`src/rtcs_defs.svh`:
```
`ifndef RTCS_DEFS_SVH
`define RTCS_DEFS_SVH

// register indices; byte address is four times the index
`define RTCS_IDX_CTRL1       8'h42
`define RTCS_IDX_CTRL2       8'h43
`define RTCS_IDX_FLAGS       8'h44
`define RTCS_IDX_ALM_MIN     8'h45
`define RTCS_IDX_ALM_HOUR    8'h46
`define RTCS_IDX_SEC         8'h47
`define RTCS_IDX_MIN         8'h48
`define RTCS_IDX_HOUR        8'h49
`define RTCS_IDX_DAY         8'h4A
`define RTCS_IDX_CHR         8'h4E

// clock_control_two fields
`define RTCS_C2_CLR          7
`define RTCS_C2_STOPWATCH_ENABLE         6
`define RTCS_C2_MODE         5

// clock_event_flags bit positions
`define RTCS_F_ALM           7
`define RTCS_F_CHR           6
`define RTCS_F_DAY           5
`define RTCS_F_HOUR          4
`define RTCS_F_MIN           3
`define RTCS_F_SEC           2
`define RTCS_F_HALF          1
`define RTCS_F_QUARTER       0

// reference edges per quarter second for each frequency select
`define RTCS_Q_32768         15'h2000
`define RTCS_Q_32000         15'h1F40
`define RTCS_Q_38400         15'h2580
`define RTCS_Q_64000         15'h3E80
`define RTCS_Q_76800         15'h4B00
// reference edges per stopwatch tick (128 Hz or 100 Hz)
`define RTCS_C_32768         10'h100
`define RTCS_C_32000         10'h140
`define RTCS_C_38400         10'h180
`define RTCS_C_64000         10'h280
`define RTCS_C_76800         10'h300
`define RTCS_RAW_WRAP_128    7'h7F
`define RTCS_RAW_WRAP_100    7'h63

`define RTCS_SEC_MAX         6'h3B
`define RTCS_MIN_MAX         6'h3B
`define RTCS_HOUR_MAX        5'h17
`define RTCS_DAY_MAX         5'h1F
`define RTCS_DAY_RESET       5'h01
`define RTCS_CHR_MAX         7'h63

`endif

```
`src/rtcs_pkg.sv`:
```
package rtcs_pkg;

  typedef struct packed {
    logic        refSync1;
    logic        refSync2;
    logic        refPrev;
    logic [14:0] prescale;
    logic [9:0]  chrDiv;
    logic [1:0]  quarter;
    logic [6:0]  chrRaw;
    logic [6:0]  chrData;
    logic [5:0]  sec;
    logic [5:0]  min;
    logic [4:0]  hour;
    logic [4:0]  day;
    logic [7:0]  almMin;
    logic [7:0]  almHour;
    logic        almHit;
    logic [7:0]  irqEn;
    logic [7:0]  flags;
    logic [7:0]  armed;
    logic        modEn;
    logic        chrEn;
    logic [2:0]  freqSel;
    logic        freqLocked;
    logic        pready;
    logic        pslverr;
    logic [31:0] prdata;
    logic        irq;
  } rtcs_state_t;

endpackage : rtcs_pkg

```
`src/rtcs_top.sv`:
```
// The APB slave port was left to the implementer.
`timescale 1ns/1ps
`include "rtcs_defs.svh"

// Overview of operation
// - writing one to stopwatch_clear zeroes the stopwatch, nothing else
// - stopwatch_clear is self clearing and always reads zero
// - stopwatch advances each hundredth second when enabled, else holds
// - module enable gates all counting; reset clears enables and clear
// - frequency select accepts only the first write after reset
// - frequency select picks the divider set for the reference clock
// - interrupt request when any flag is set with its enable set
// - alarm flag sets when hour and minute equal the alarm values
// - alarm flag clears on status read then alarm hour read
// - stopwatch flag sets each tick; clears via status then data read
// - day flag sets on day increment; clears via status then day read
// - hour flag sets on hour increment; clears via status then hour read
// - minute flag sets per minute; clears via status then minute read
// - second flag sets per second; clears via status then second read
// - half second flag; clears via status then stopwatch data read
// - quarter second flag; clears via status then stopwatch data read
// - alarm registers take any value; out of range never matches
// - second register reads live; writes load the counter
// - seconds wrap after 59; writes above 59 are ignored
// - minute register reads live; writes load the counter
// - minutes wrap after 59; writes above 59 are ignored
// - stopwatch data wraps to zero after 99
// - at 32.768 kHz stopwatch ticks 128 Hz, converted to hundredths
// - hours wrap after 23 and carry into the day counter
module rtcs_top
  import rtcs_pkg::*;
(
  // clock and reset
  input  wire logic        clk_sys,
  input  wire logic        rst_n,
  // reference oscillator pin
  input  wire logic        oscillatorRefClock,
  // apb slave
  input  wire logic        psel,
  input  wire logic        penable,
  input  wire logic        pwrite,
  input  wire logic [11:0] paddr,
  input  wire logic [31:0] pwdata,
  output logic             pready,
  output logic             pslverr,
  output logic [31:0]      prdata,
  // interrupt request
  output logic             irq
);

  rtcs_state_t st;
  rtcs_state_t next_st;

  logic       apbFirst;
  logic       apbDone;
  logic       wrDone;
  logic       rdDone;
  logic       refEdge;
  logic       qTick;
  logic       cTick;
  logic       secTick;
  logic       minTick;
  logic       hourTick;
  logic       dayTick;
  logic       almMatch;
  logic [7:0] setMask;
  logic [7:0] clrMask;
  logic [7:0] wr8;

  function automatic logic isReg(input logic [11:0] a, input logic [7:0] idx);
    isReg = (a[1:0] == 2'h0) && (a[11:2] == {2'h0, idx});
  endfunction : isReg

  function automatic logic isMapped(input logic [11:0] a);
    isMapped = isReg(a, `RTCS_IDX_CTRL1) || isReg(a, `RTCS_IDX_CTRL2) ||
               isReg(a, `RTCS_IDX_FLAGS) || isReg(a, `RTCS_IDX_ALM_MIN) ||
               isReg(a, `RTCS_IDX_ALM_HOUR) || isReg(a, `RTCS_IDX_SEC) ||
               isReg(a, `RTCS_IDX_MIN) || isReg(a, `RTCS_IDX_HOUR) ||
               isReg(a, `RTCS_IDX_DAY) || isReg(a, `RTCS_IDX_CHR);
  endfunction : isMapped

  // 001 is reserved; it gets the 000 divider limits rather than stopping the clock
  function automatic logic [14:0] quarterLimit(input logic [2:0] sel);
    if (sel[2]) begin
      quarterLimit = sel[0] ? `RTCS_Q_76800 : `RTCS_Q_64000;
    end else if (sel[1]) begin
      quarterLimit = sel[0] ? `RTCS_Q_38400 : `RTCS_Q_32000;
    end else begin
      quarterLimit = `RTCS_Q_32768;
    end
  endfunction : quarterLimit

  function automatic logic [9:0] chrLimit(input logic [2:0] sel);
    if (sel[2]) begin
      chrLimit = sel[0] ? `RTCS_C_76800 : `RTCS_C_64000;
    end else if (sel[1]) begin
      chrLimit = sel[0] ? `RTCS_C_38400 : `RTCS_C_32000;
    end else begin
      chrLimit = `RTCS_C_32768;
    end
  endfunction : chrLimit

  always_comb begin
    logic [13:0] scaled;
    scaled   = 14'h0;
    next_st  = st;
    setMask  = 8'h00;
    clrMask  = 8'h00;
    qTick    = 1'b0;
    cTick    = 1'b0;
    secTick  = 1'b0;
    minTick  = 1'b0;
    hourTick = 1'b0;
    dayTick  = 1'b0;
    wr8      = pwdata[7:0];

    // synchroniser; only the second stage feeds edge detection
    next_st.refSync1 = oscillatorRefClock;
    next_st.refSync2 = st.refSync1;
    next_st.refPrev  = st.refSync2;
    refEdge = st.refSync2 && !st.refPrev && st.modEn;

    if (refEdge) begin
      if (st.prescale >= quarterLimit(st.freqSel) - 15'h1) begin
        next_st.prescale = 15'h0;
        qTick = 1'b1;
      end else begin
        next_st.prescale = st.prescale + 15'h1;
      end
      if (st.chrEn) begin
        if (st.chrDiv >= chrLimit(st.freqSel) - 10'h1) begin
          next_st.chrDiv = 10'h0;
          cTick = 1'b1;
        end else begin
          next_st.chrDiv = st.chrDiv + 10'h1;
        end
      end
    end

    if (qTick) begin
      next_st.quarter = st.quarter + 2'h1;
      setMask[`RTCS_F_QUARTER] = 1'b1;
      setMask[`RTCS_F_HALF] = st.quarter[0];
      secTick = (st.quarter == 2'h3);
    end
    if (secTick) begin
      setMask[`RTCS_F_SEC] = 1'b1;
      if (st.sec == `RTCS_SEC_MAX) begin
        next_st.sec = 6'h0;
        minTick = 1'b1;
      end else begin
        next_st.sec = st.sec + 6'h1;
      end
    end
    if (minTick) begin
      setMask[`RTCS_F_MIN] = 1'b1;
      if (st.min == `RTCS_MIN_MAX) begin
        next_st.min = 6'h0;
        hourTick = 1'b1;
      end else begin
        next_st.min = st.min + 6'h1;
      end
    end
    if (hourTick) begin
      setMask[`RTCS_F_HOUR] = 1'b1;
      if (st.hour == `RTCS_HOUR_MAX) begin
        next_st.hour = 5'h0;
        dayTick = 1'b1;
      end else begin
        next_st.hour = st.hour + 5'h1;
      end
    end
    if (dayTick) begin
      setMask[`RTCS_F_DAY] = 1'b1;
      // month lengths are outside this block; the day wraps after 31
      next_st.day = (st.day >= `RTCS_DAY_MAX) ? `RTCS_DAY_RESET
                                              : st.day + 5'h1;
    end
    if (cTick) begin
      setMask[`RTCS_F_CHR] = 1'b1;
      if (st.freqSel == 3'h0) begin
        next_st.chrRaw = (st.chrRaw == `RTCS_RAW_WRAP_128) ? 7'h0
                                                           : st.chrRaw + 7'h1;
      end else begin
        next_st.chrRaw = (st.chrRaw >= `RTCS_RAW_WRAP_100) ? 7'h0
                                                           : st.chrRaw + 7'h1;
      end
      // 128 Hz counts become hundredths: raw * 100 / 128
      scaled = {7'h0, next_st.chrRaw} * 14'h19;
      next_st.chrData = (st.freqSel == 3'h0) ? scaled[11:5]
                                             : next_st.chrRaw;
    end

    // edge detected so a cleared alarm does not refire for the whole minute
    almMatch = ({2'h0, st.min} == st.almMin) &&
               ({3'h0, st.hour} == st.almHour);
    next_st.almHit = almMatch;
    setMask[`RTCS_F_ALM] = almMatch && !st.almHit;

    // apb: one wait state so read data and pready come from flip-flops
    apbFirst = psel && penable && !st.pready;
    apbDone  = psel && penable && st.pready;
    wrDone   = apbDone && pwrite;
    rdDone   = apbDone && !pwrite;
    next_st.pready  = apbFirst;
    next_st.pslverr = apbFirst && !isMapped(paddr);
    next_st.prdata  = 32'h0;
    if (apbFirst && !pwrite) begin
      if (isReg(paddr, `RTCS_IDX_CTRL1)) begin
        next_st.prdata = {24'h0, st.irqEn};
      end else if (isReg(paddr, `RTCS_IDX_CTRL2)) begin
        next_st.prdata = {24'h0, 1'b0, st.chrEn, st.modEn, 2'h0,
                          st.freqSel};
      end else if (isReg(paddr, `RTCS_IDX_FLAGS)) begin
        next_st.prdata = {24'h0, st.flags};
      end else if (isReg(paddr, `RTCS_IDX_ALM_MIN)) begin
        next_st.prdata = {24'h0, st.almMin};
      end else if (isReg(paddr, `RTCS_IDX_ALM_HOUR)) begin
        next_st.prdata = {24'h0, st.almHour};
      end else if (isReg(paddr, `RTCS_IDX_SEC)) begin
        next_st.prdata = {26'h0, st.sec};
      end else if (isReg(paddr, `RTCS_IDX_MIN)) begin
        next_st.prdata = {26'h0, st.min};
      end else if (isReg(paddr, `RTCS_IDX_HOUR)) begin
        next_st.prdata = {27'h0, st.hour};
      end else if (isReg(paddr, `RTCS_IDX_DAY)) begin
        next_st.prdata = {27'h0, st.day};
      end else if (isReg(paddr, `RTCS_IDX_CHR)) begin
        next_st.prdata = {25'h0, st.chrData};
      end else begin
        next_st.prdata = 32'h0;
      end
    end

    // writes land after the tick logic so a load wins over a same-cycle tick
    if (wrDone) begin
      if (isReg(paddr, `RTCS_IDX_CTRL1)) begin
        next_st.irqEn = wr8;
      end else if (isReg(paddr, `RTCS_IDX_CTRL2)) begin
        next_st.chrEn = wr8[`RTCS_C2_STOPWATCH_ENABLE];
        next_st.modEn = wr8[`RTCS_C2_MODE];
        if (!st.freqLocked) begin
          next_st.freqSel    = wr8[2:0];
          next_st.freqLocked = 1'b1;
        end
        if (wr8[`RTCS_C2_CLR]) begin
          next_st.chrRaw  = 7'h0;
          next_st.chrData = 7'h0;
          next_st.chrDiv  = 10'h0;
        end
      end else if (isReg(paddr, `RTCS_IDX_ALM_MIN)) begin
        next_st.almMin = wr8;
      end else if (isReg(paddr, `RTCS_IDX_ALM_HOUR)) begin
        next_st.almHour = wr8;
      end else if (isReg(paddr, `RTCS_IDX_SEC)) begin
        if (wr8 <= {2'h0, `RTCS_SEC_MAX}) begin
          next_st.sec = wr8[5:0];
        end
      end else if (isReg(paddr, `RTCS_IDX_MIN)) begin
        if (wr8 <= {2'h0, `RTCS_MIN_MAX}) begin
          next_st.min = wr8[5:0];
        end
      end else if (isReg(paddr, `RTCS_IDX_HOUR)) begin
        if (wr8 <= {3'h0, `RTCS_HOUR_MAX}) begin
          next_st.hour = wr8[4:0];
        end
      end else if (isReg(paddr, `RTCS_IDX_DAY)) begin
        if (wr8 >= {3'h0, `RTCS_DAY_RESET} &&
            wr8 <= {3'h0, `RTCS_DAY_MAX}) begin
          next_st.day = wr8[4:0];
        end
      end
    end

    // read-sequence clearing, limited to flags armed by the status read
    if (rdDone) begin
      if (isReg(paddr, `RTCS_IDX_ALM_HOUR)) begin
        clrMask[`RTCS_F_ALM] = st.armed[`RTCS_F_ALM];
      end else if (isReg(paddr, `RTCS_IDX_CHR)) begin
        clrMask[`RTCS_F_CHR]     = st.armed[`RTCS_F_CHR];
        clrMask[`RTCS_F_HALF]    = st.armed[`RTCS_F_HALF];
        clrMask[`RTCS_F_QUARTER] = st.armed[`RTCS_F_QUARTER];
      end else if (isReg(paddr, `RTCS_IDX_DAY)) begin
        clrMask[`RTCS_F_DAY] = st.armed[`RTCS_F_DAY];
      end else if (isReg(paddr, `RTCS_IDX_HOUR)) begin
        clrMask[`RTCS_F_HOUR] = st.armed[`RTCS_F_HOUR];
      end else if (isReg(paddr, `RTCS_IDX_MIN)) begin
        clrMask[`RTCS_F_MIN] = st.armed[`RTCS_F_MIN];
      end else if (isReg(paddr, `RTCS_IDX_SEC)) begin
        clrMask[`RTCS_F_SEC] = st.armed[`RTCS_F_SEC];
      end
    end
    if (rdDone && isReg(paddr, `RTCS_IDX_FLAGS)) begin
      next_st.armed = st.prdata[7:0];
    end else begin
      next_st.armed = st.armed & ~clrMask;
    end
    // a flag set in the same cycle as its clear stays set
    next_st.flags = (st.flags & ~clrMask) | setMask;
    next_st.irq   = |(next_st.flags & next_st.irqEn);
  end

  always_ff @(posedge clk_sys) begin
    if (!rst_n) begin
      st         <= '0;
      st.day     <= `RTCS_DAY_RESET;
    end else begin
      st <= next_st;
    end
  end

  assign pready  = st.pready;
  assign pslverr = st.pslverr;
  assign prdata  = st.prdata;
  assign irq     = st.irq;
endmodule : rtcs_top

```
`config.mk`:
```
export PLATFORM = sky130hd
export DESIGN_NAME = rtcs_top
export DESIGN_NICKNAME = d
export VERILOG_FILES = /design/src/rtcs_pkg.sv /design/src/rtcs_top.sv
export VERILOG_INCLUDE_DIRS = /design/src
export SDC_FILE = /design/constraint.sdc
export NUM_CORES = 1
export LEC_CHECK = 0
export BUFFER_PORTS_ARGS = -buffer_cell sky130_fd_sc_hd__buf_2
export CAP_MARGIN = 20
export CORE_AREA = 2 2 134 136
export DETAILED_ROUTE_END_ITERATION = 16
export DIE_AREA = 0 0 136 138
export SLEW_MARGIN = 20
export SYNTH_ARGS = -nofsm -noshare
export SYNTH_HDL_FRONTEND = slang
export SYNTH_SLANG_ARGS = --single-unit
```
`constraint.sdc`:
```
create_clock -name clk_sys -period 9.12 [get_ports clk_sys]
set_clock_uncertainty 0.1 [all_clocks]
set_input_delay 1.368 -clock clk_sys [delete_from_list [all_inputs] [get_ports clk_sys]]
set_output_delay 1.368 -clock clk_sys [all_outputs]
set_load 0.005 [all_outputs]
```
# --- Word-level counts from Yosys, hierarchy flattened ---
# Index checks and enable logic that the tools add are counted.
totals:
  register_bits: 148
  latchBits: 0
  ram_bits: 0
  mem_bits_ro: 0
  in_bits: 50
  output_inout_bits: 35
  wordCells: 218
  n_memories: 0
classes:
  add_sub_neg: 10
  multipliers: 1
  div: 0
  magnitude_cmp: 8
  eq_ne: 17
  n_shift: 0
  n_mux: 98
  bitwise_logic: 11
  reduce_logical: 46
op_table:
  columns: ["cell", "n"]
  rows:
  - ["$mux 8", 14]
  - ["$mux 10", 11]
  - ["$mux 52", 2]
  - ["$eq 10x7->1 const B", 10]
  - ["$mux 7", 11]
  - ["$mux 14", 5]
  - ["$mux 15", 4]
  - ["$mux 6", 8]
  - ["$mux 5", 9]
  - ["$mux 22", 2]
  - ["$mux 38", 1]
  - ["$and 8x8->8", 3]
  - ["$mux 1", 24]
  - ["$logic_and 1x1->1", 23]
  - ["$le 8x5->1 const B", 2]
  - ["$mux 16", 1]
  - ["$add 15x1->15 const B", 1]
  - ["$ge 15x15->1", 1]
  - ["$sub 15x1->15 const B", 1]
  - ["$add 6x1->6 const B", 2]
  - ["$eq 6x6->1 const B", 2]
  - ["$mul 7x5->12 const B", 1]
  - ["$reduce_or 11->1", 1]
  - ["$add 10x1->10 const B", 1]
  - ["other kinds (30)", 51]

# --- Logic depth before layout (Yosys ltp) ---
logic_depth:
  ltp_word: 23
  mapped_depth: 19
  depth_no_buf: 18

# --- Worst setup path after synthesis ---
# Ideal clock, no wire load.
synth_timing:
  path_kind: "reg2reg"
  from: "register st[111] (netlist name)"
  to: "register st[109] (netlist name)"
  setup_ns: 0.091
  t_arrival_ns: 3.982
  required_ns: 8.929
  setup_slack_ns: 4.947
  stages_incl_launch_ff: 19
  n_path_buf: 1
  synth_period_minus_slack_ns: 4.173
  cell_sequence: "dfxtp_1 ha_1 nor4_1 nand3_1 and2_1 clkbuf_1 nor2_1 ha_1 ha_1 fa_1 ha_1 nor2b_1 o21ai_0 nand2b_1 a21o_1 a21oi_1 xnor2_1 nand2_1 a311oi_1"
synth_between:
  elab_chain_cells: 11
synth_rtl:
  columns: ["item", "line_no", "rtl"]
  rows:
  - ["start, declared", "rtcs_top.sv:51", "rtcs_state_t st;"]
  - ["start signal, assigned", "rtcs_top.sv:308", "st <= next_st;"]
  - ["$add 7x1->7 (tied with other cells)", "rtcs_top.sv:183, rtcs_top.sv:186", null]
  - ["$mux 7 (on tied branches)", "rtcs_top.sv:185, rtcs_top.sv:182", null]
  - ["$mux 7 *", "rtcs_top.sv:181", "if (st.freqSel == 3'h0) begin"]
  - ["$mux 7 *", "rtcs_top.sv:179", "if (cTick) begin"]
  - ["$mul 7x5->12", "rtcs_top.sv:189", "scaled = {7'h0, next_st.chrRaw} * 14'h19;"]
  - ["$mux 7 *", "rtcs_top.sv:190", "next_st.chrData = (st.freqSel == 3'h0) ? scaled[11:5]"]
  - ["$mux 14 *", "rtcs_top.sv:179", null]
  - ["$mux 14", "rtcs_top.sv:246", "if (wr8[`RTCS_C2_CLR]) begin"]
  - ["$mux 14", "rtcs_top.sv:239", "end else if (isReg(paddr, `RTCS_IDX_CTRL2)) begin"]
  - ["$mux 52", "rtcs_top.sv:237", "if (isReg(paddr, `RTCS_IDX_CTRL1)) begin"]
  - ["$mux 52 *", "rtcs_top.sv:236", "if (wrDone) begin"]
# Mark *: on every way between the ends. The rest lies on a longest branch, timed or not. The select of a mux whose other input is x is not followed.
# A chain may end at the register's enable or synchronous reset.

# --- Worst setup path after layout ---
layout_timing:
  from: "register st[111] (netlist name)"
  to: "register st[110] (netlist name)"
# The elaborated chain is that of the path after synthesis.

==> summary.txt <==
GR Util met1: 29.8%
Most common flop cell mapped by yosys: dfxtp_1
Nature of the critical path endpoint: flop
Seq/Total Area, Yosys: 33.9%
Cell taking the most area after synthesis: dfxtp_1
Ys async rst share: 0%
Post-CTS Setup Bufs: 0
Placed cell areas: 0.00747 mm^2
Post-synth EDFFs: 0
Switching power total: 289 uW
Top cells by count, synth: 128 x nor2_1, 124 x dfxtp_1, 71 x nand2_1, 50 x a21oi_1, 46 x ha_1
Antenna diodes: 0
Slew headroom: 25.0%
Cells taking the most area after synthesis: dfxtp_1 34%, ha_1 7.9%, nor2_1 6.6%, mux2i_1 5.3%, xor2_1 3.9%
Clock transition at path regs: 0.06 ns
Die area: 0.0188 mm^2
Share of cells above drive strength 1: 10.8%
Syn Area/Cell: 8.38 um^2
Synthesis-to-finish area growth: 10.2%
Pint: 970 uW
Finished layout cell area: 0.00807 mm^2
Final Critical Period: 4.77 ns
Final Hold Viols: 0
Largest net degree at the start of global routing: 60
Clk sinks: 124
Vias in the first global route: 5785
Yosys cell types: 74
Synth warn: 0
Power after layout: 1260 uW
PortBufs: 36
Switch share: 22.9%
CTS resizes: 0
Max clock buf depth: 2
Worst skew pair latency: 0.42 ns
Starting DRT DRC Count: 532
Met2 Track Usage GR: 31.3%
Post-Syn Instances: 873
Via Count: 6197
Num CTS Buffers: 17
GRT overflow: 0
Wire per inst: 16.9 um
Core Area: 0.0175 mm^2
Setup TNS Final: 0 ns
GR met3 Demand/Resource: 4.07%
Hold crit path type: flop to flop
Arrival time worst endpoint: 5.01 ns
Hold-fix buffer count after cts: 0
Clk pwr share: 53.9%
Gr usage total: 20.8%
Max Cap Violations: 0
Outcome: complete, no violations
Placed wire-length estimate: 13.5 mm
Finished Layout Cells: 1121
Die height: 138 um
Post-route DRC: 0
Most common cell in the netlist: nor2_1
Final WL: 19.0 mm
Highest fanout seen on the critical path: 10
RSZ-0062 raised after global routing: false
Area of the mapped netlist: 0.00732 mm^2
Remaining antenna violation count after routing: 0
Placed cells: 1089
H-Tree Depth: 4
Top cell type's share of synthesized area: 33.9%
Max Clock Freq: 210 MHz
Layout Nets: 977
DR pass1 iterations: 7
# rows: 49
Comb power frac: 2.9%
TritonCTS clock tree: built
Most used routing layer: met2
DIE WIDTH: 136 um
Initial antenna violation count: 0
Pwr Density: 156 mW/mm^2
Synthesized flop and latch total: 124
Startpoint types: flop
Pins Over Slew Limit: 0
Final Cycle Share: 52.3%
Slew of the pin with the lowest slew margin: 1.12 ns
Initial Utilization: 41.7%
Static Leakage: 0.00324 uW
Ports: 85
Max IR drop VDD: 0.143 mV
First-pass GRT wire length: 30.8 mm
Global placement routability congestion: 0.852
Crit path required time: 9.36 ns
Fill count: 1776
Part of the power in registers: 43.2%
Final setup violating endpoints: 0
Vias per inst: 5.53
Root buf cell: clkbuf_16
Setup CP Type: flop to flop
-- flip-flops by register name (all words and copies together) (netlist names) --
| register | cells |
|---|---|
| next_st | 2 |
| pready | 1 |
| irq | 1 |
| st | 111 |
| prdata | 8 |
| pslverr | 1 |
-- final timing paths --
kind / start / end / slack [ns] / depth (start not counted)
hold / removal: next_st[145] / st[145] / 0.35 / 1
setup reg to reg: st[111] / st[110] / 4.35 / 16
hold reg to reg: next_st[145] / st[145] / 0.35 / 1
setup / recovery: st[111] / st[110] / 4.35 / 16
-- power groups by stage --
| stage | Clock (uW) | Sequential [uW] | Combinational, uW |
|---|---|---|---|
| 2_1_floorplan | 0 | 556 | 29.4 |
| 3_3_place_gp | 0 | 556 | 36.2 |
| 3_5_place_dp | 0 | 556 | 35.9 |
| 4_1_cts | 689 | 544 | 36.0 |
| 5_1_grt | 715 | 544 | 39.7 |
| 6_report | 679 | 544 | 36.4 |
-- critical path, cell delays in order (launching register included) --
cell and delay [ns]:
dfxtp_1 0.36, ha_1 0.29, nor4_1 0.35, nand3_1 0.16, and2_1 0.27, nor2_1 0.42
ha_1 0.32, ha_1 0.31, fa_1 0.46, ha_1 0.35, o21ai_0 0.09, a21oi_1 0.08
o41ai_1 0.43, o21ai_0 0.20, xnor2_1 0.18, nand3_1 0.11, a21oi_1 0.19
-- kinds of logic (layout without fill, tap and decap cells) --
family / count (synthesis) / count (layout) / share of synthesized area, %
simple gates: 356 / 356 / 24.8
compound gates: 157 / 157 / 13.9
flops: 124 / 124 / 33.9
buf+inv: 92 / 88 / 6.62
xor+xnor: 49 / 49 / 5.86
fa+ha+maj: 48 / 48 / 8.41
mux: 46 / 46 / 6.44
other cells: 1 / 24 / 0.0512
-- metal layers --
layer | vias up | part of all wire [%]
met3 | 34 | 6.6
met2 | 220 | 44
met1 | 2866 | 47
li1 | 3077 | -
met5 | - | 0
met4 | 0 | 1.7
-- cell type report --
class | count | area [um^2] | area share, %
multi-input cells | 680 | 4440 | 55.0
flip-flops and latches | 124 | 2480 | 30.8
clock buffers | 20 | 457 | 5.66
well taps | 229 | 287 | 3.55
repair buffers | 39 | 203 | 2.51
clock inverters | 12 | 138 | 1.71
inverters | 17 | 63.8 | 0.791
-- cell usage in the layout (no fill, tap or decap), types with 17 or more instances in the layout --
cell       Yosys  layout
a21oi_1       50      50
buf_2          3      36
clkbuf_16      0      17
conb_1         1      24
dfxtp_1      124     124
ha_1          46      46
mux2i_1       39      39
nand2_1       71      71
nand3_1       39      39
nor2_1       128     128
nor3_1        19      19
o21ai_0       26      26
xor2_1        33      33
-- per-stage QoR --
stage                     utilization, %  worst slack (ns)  hold WS (ns)
after floorplan                        -              4.95         0.312
after global placement              42.6              4.48         0.337
after detailed placement            42.6              4.42         0.342
after CTS                           46.0              4.37         0.358
after global routing                46.0              3.90         0.367
final                               46.0              4.35         0.354
Note: power is estimated with default switching activity, not from simulation.
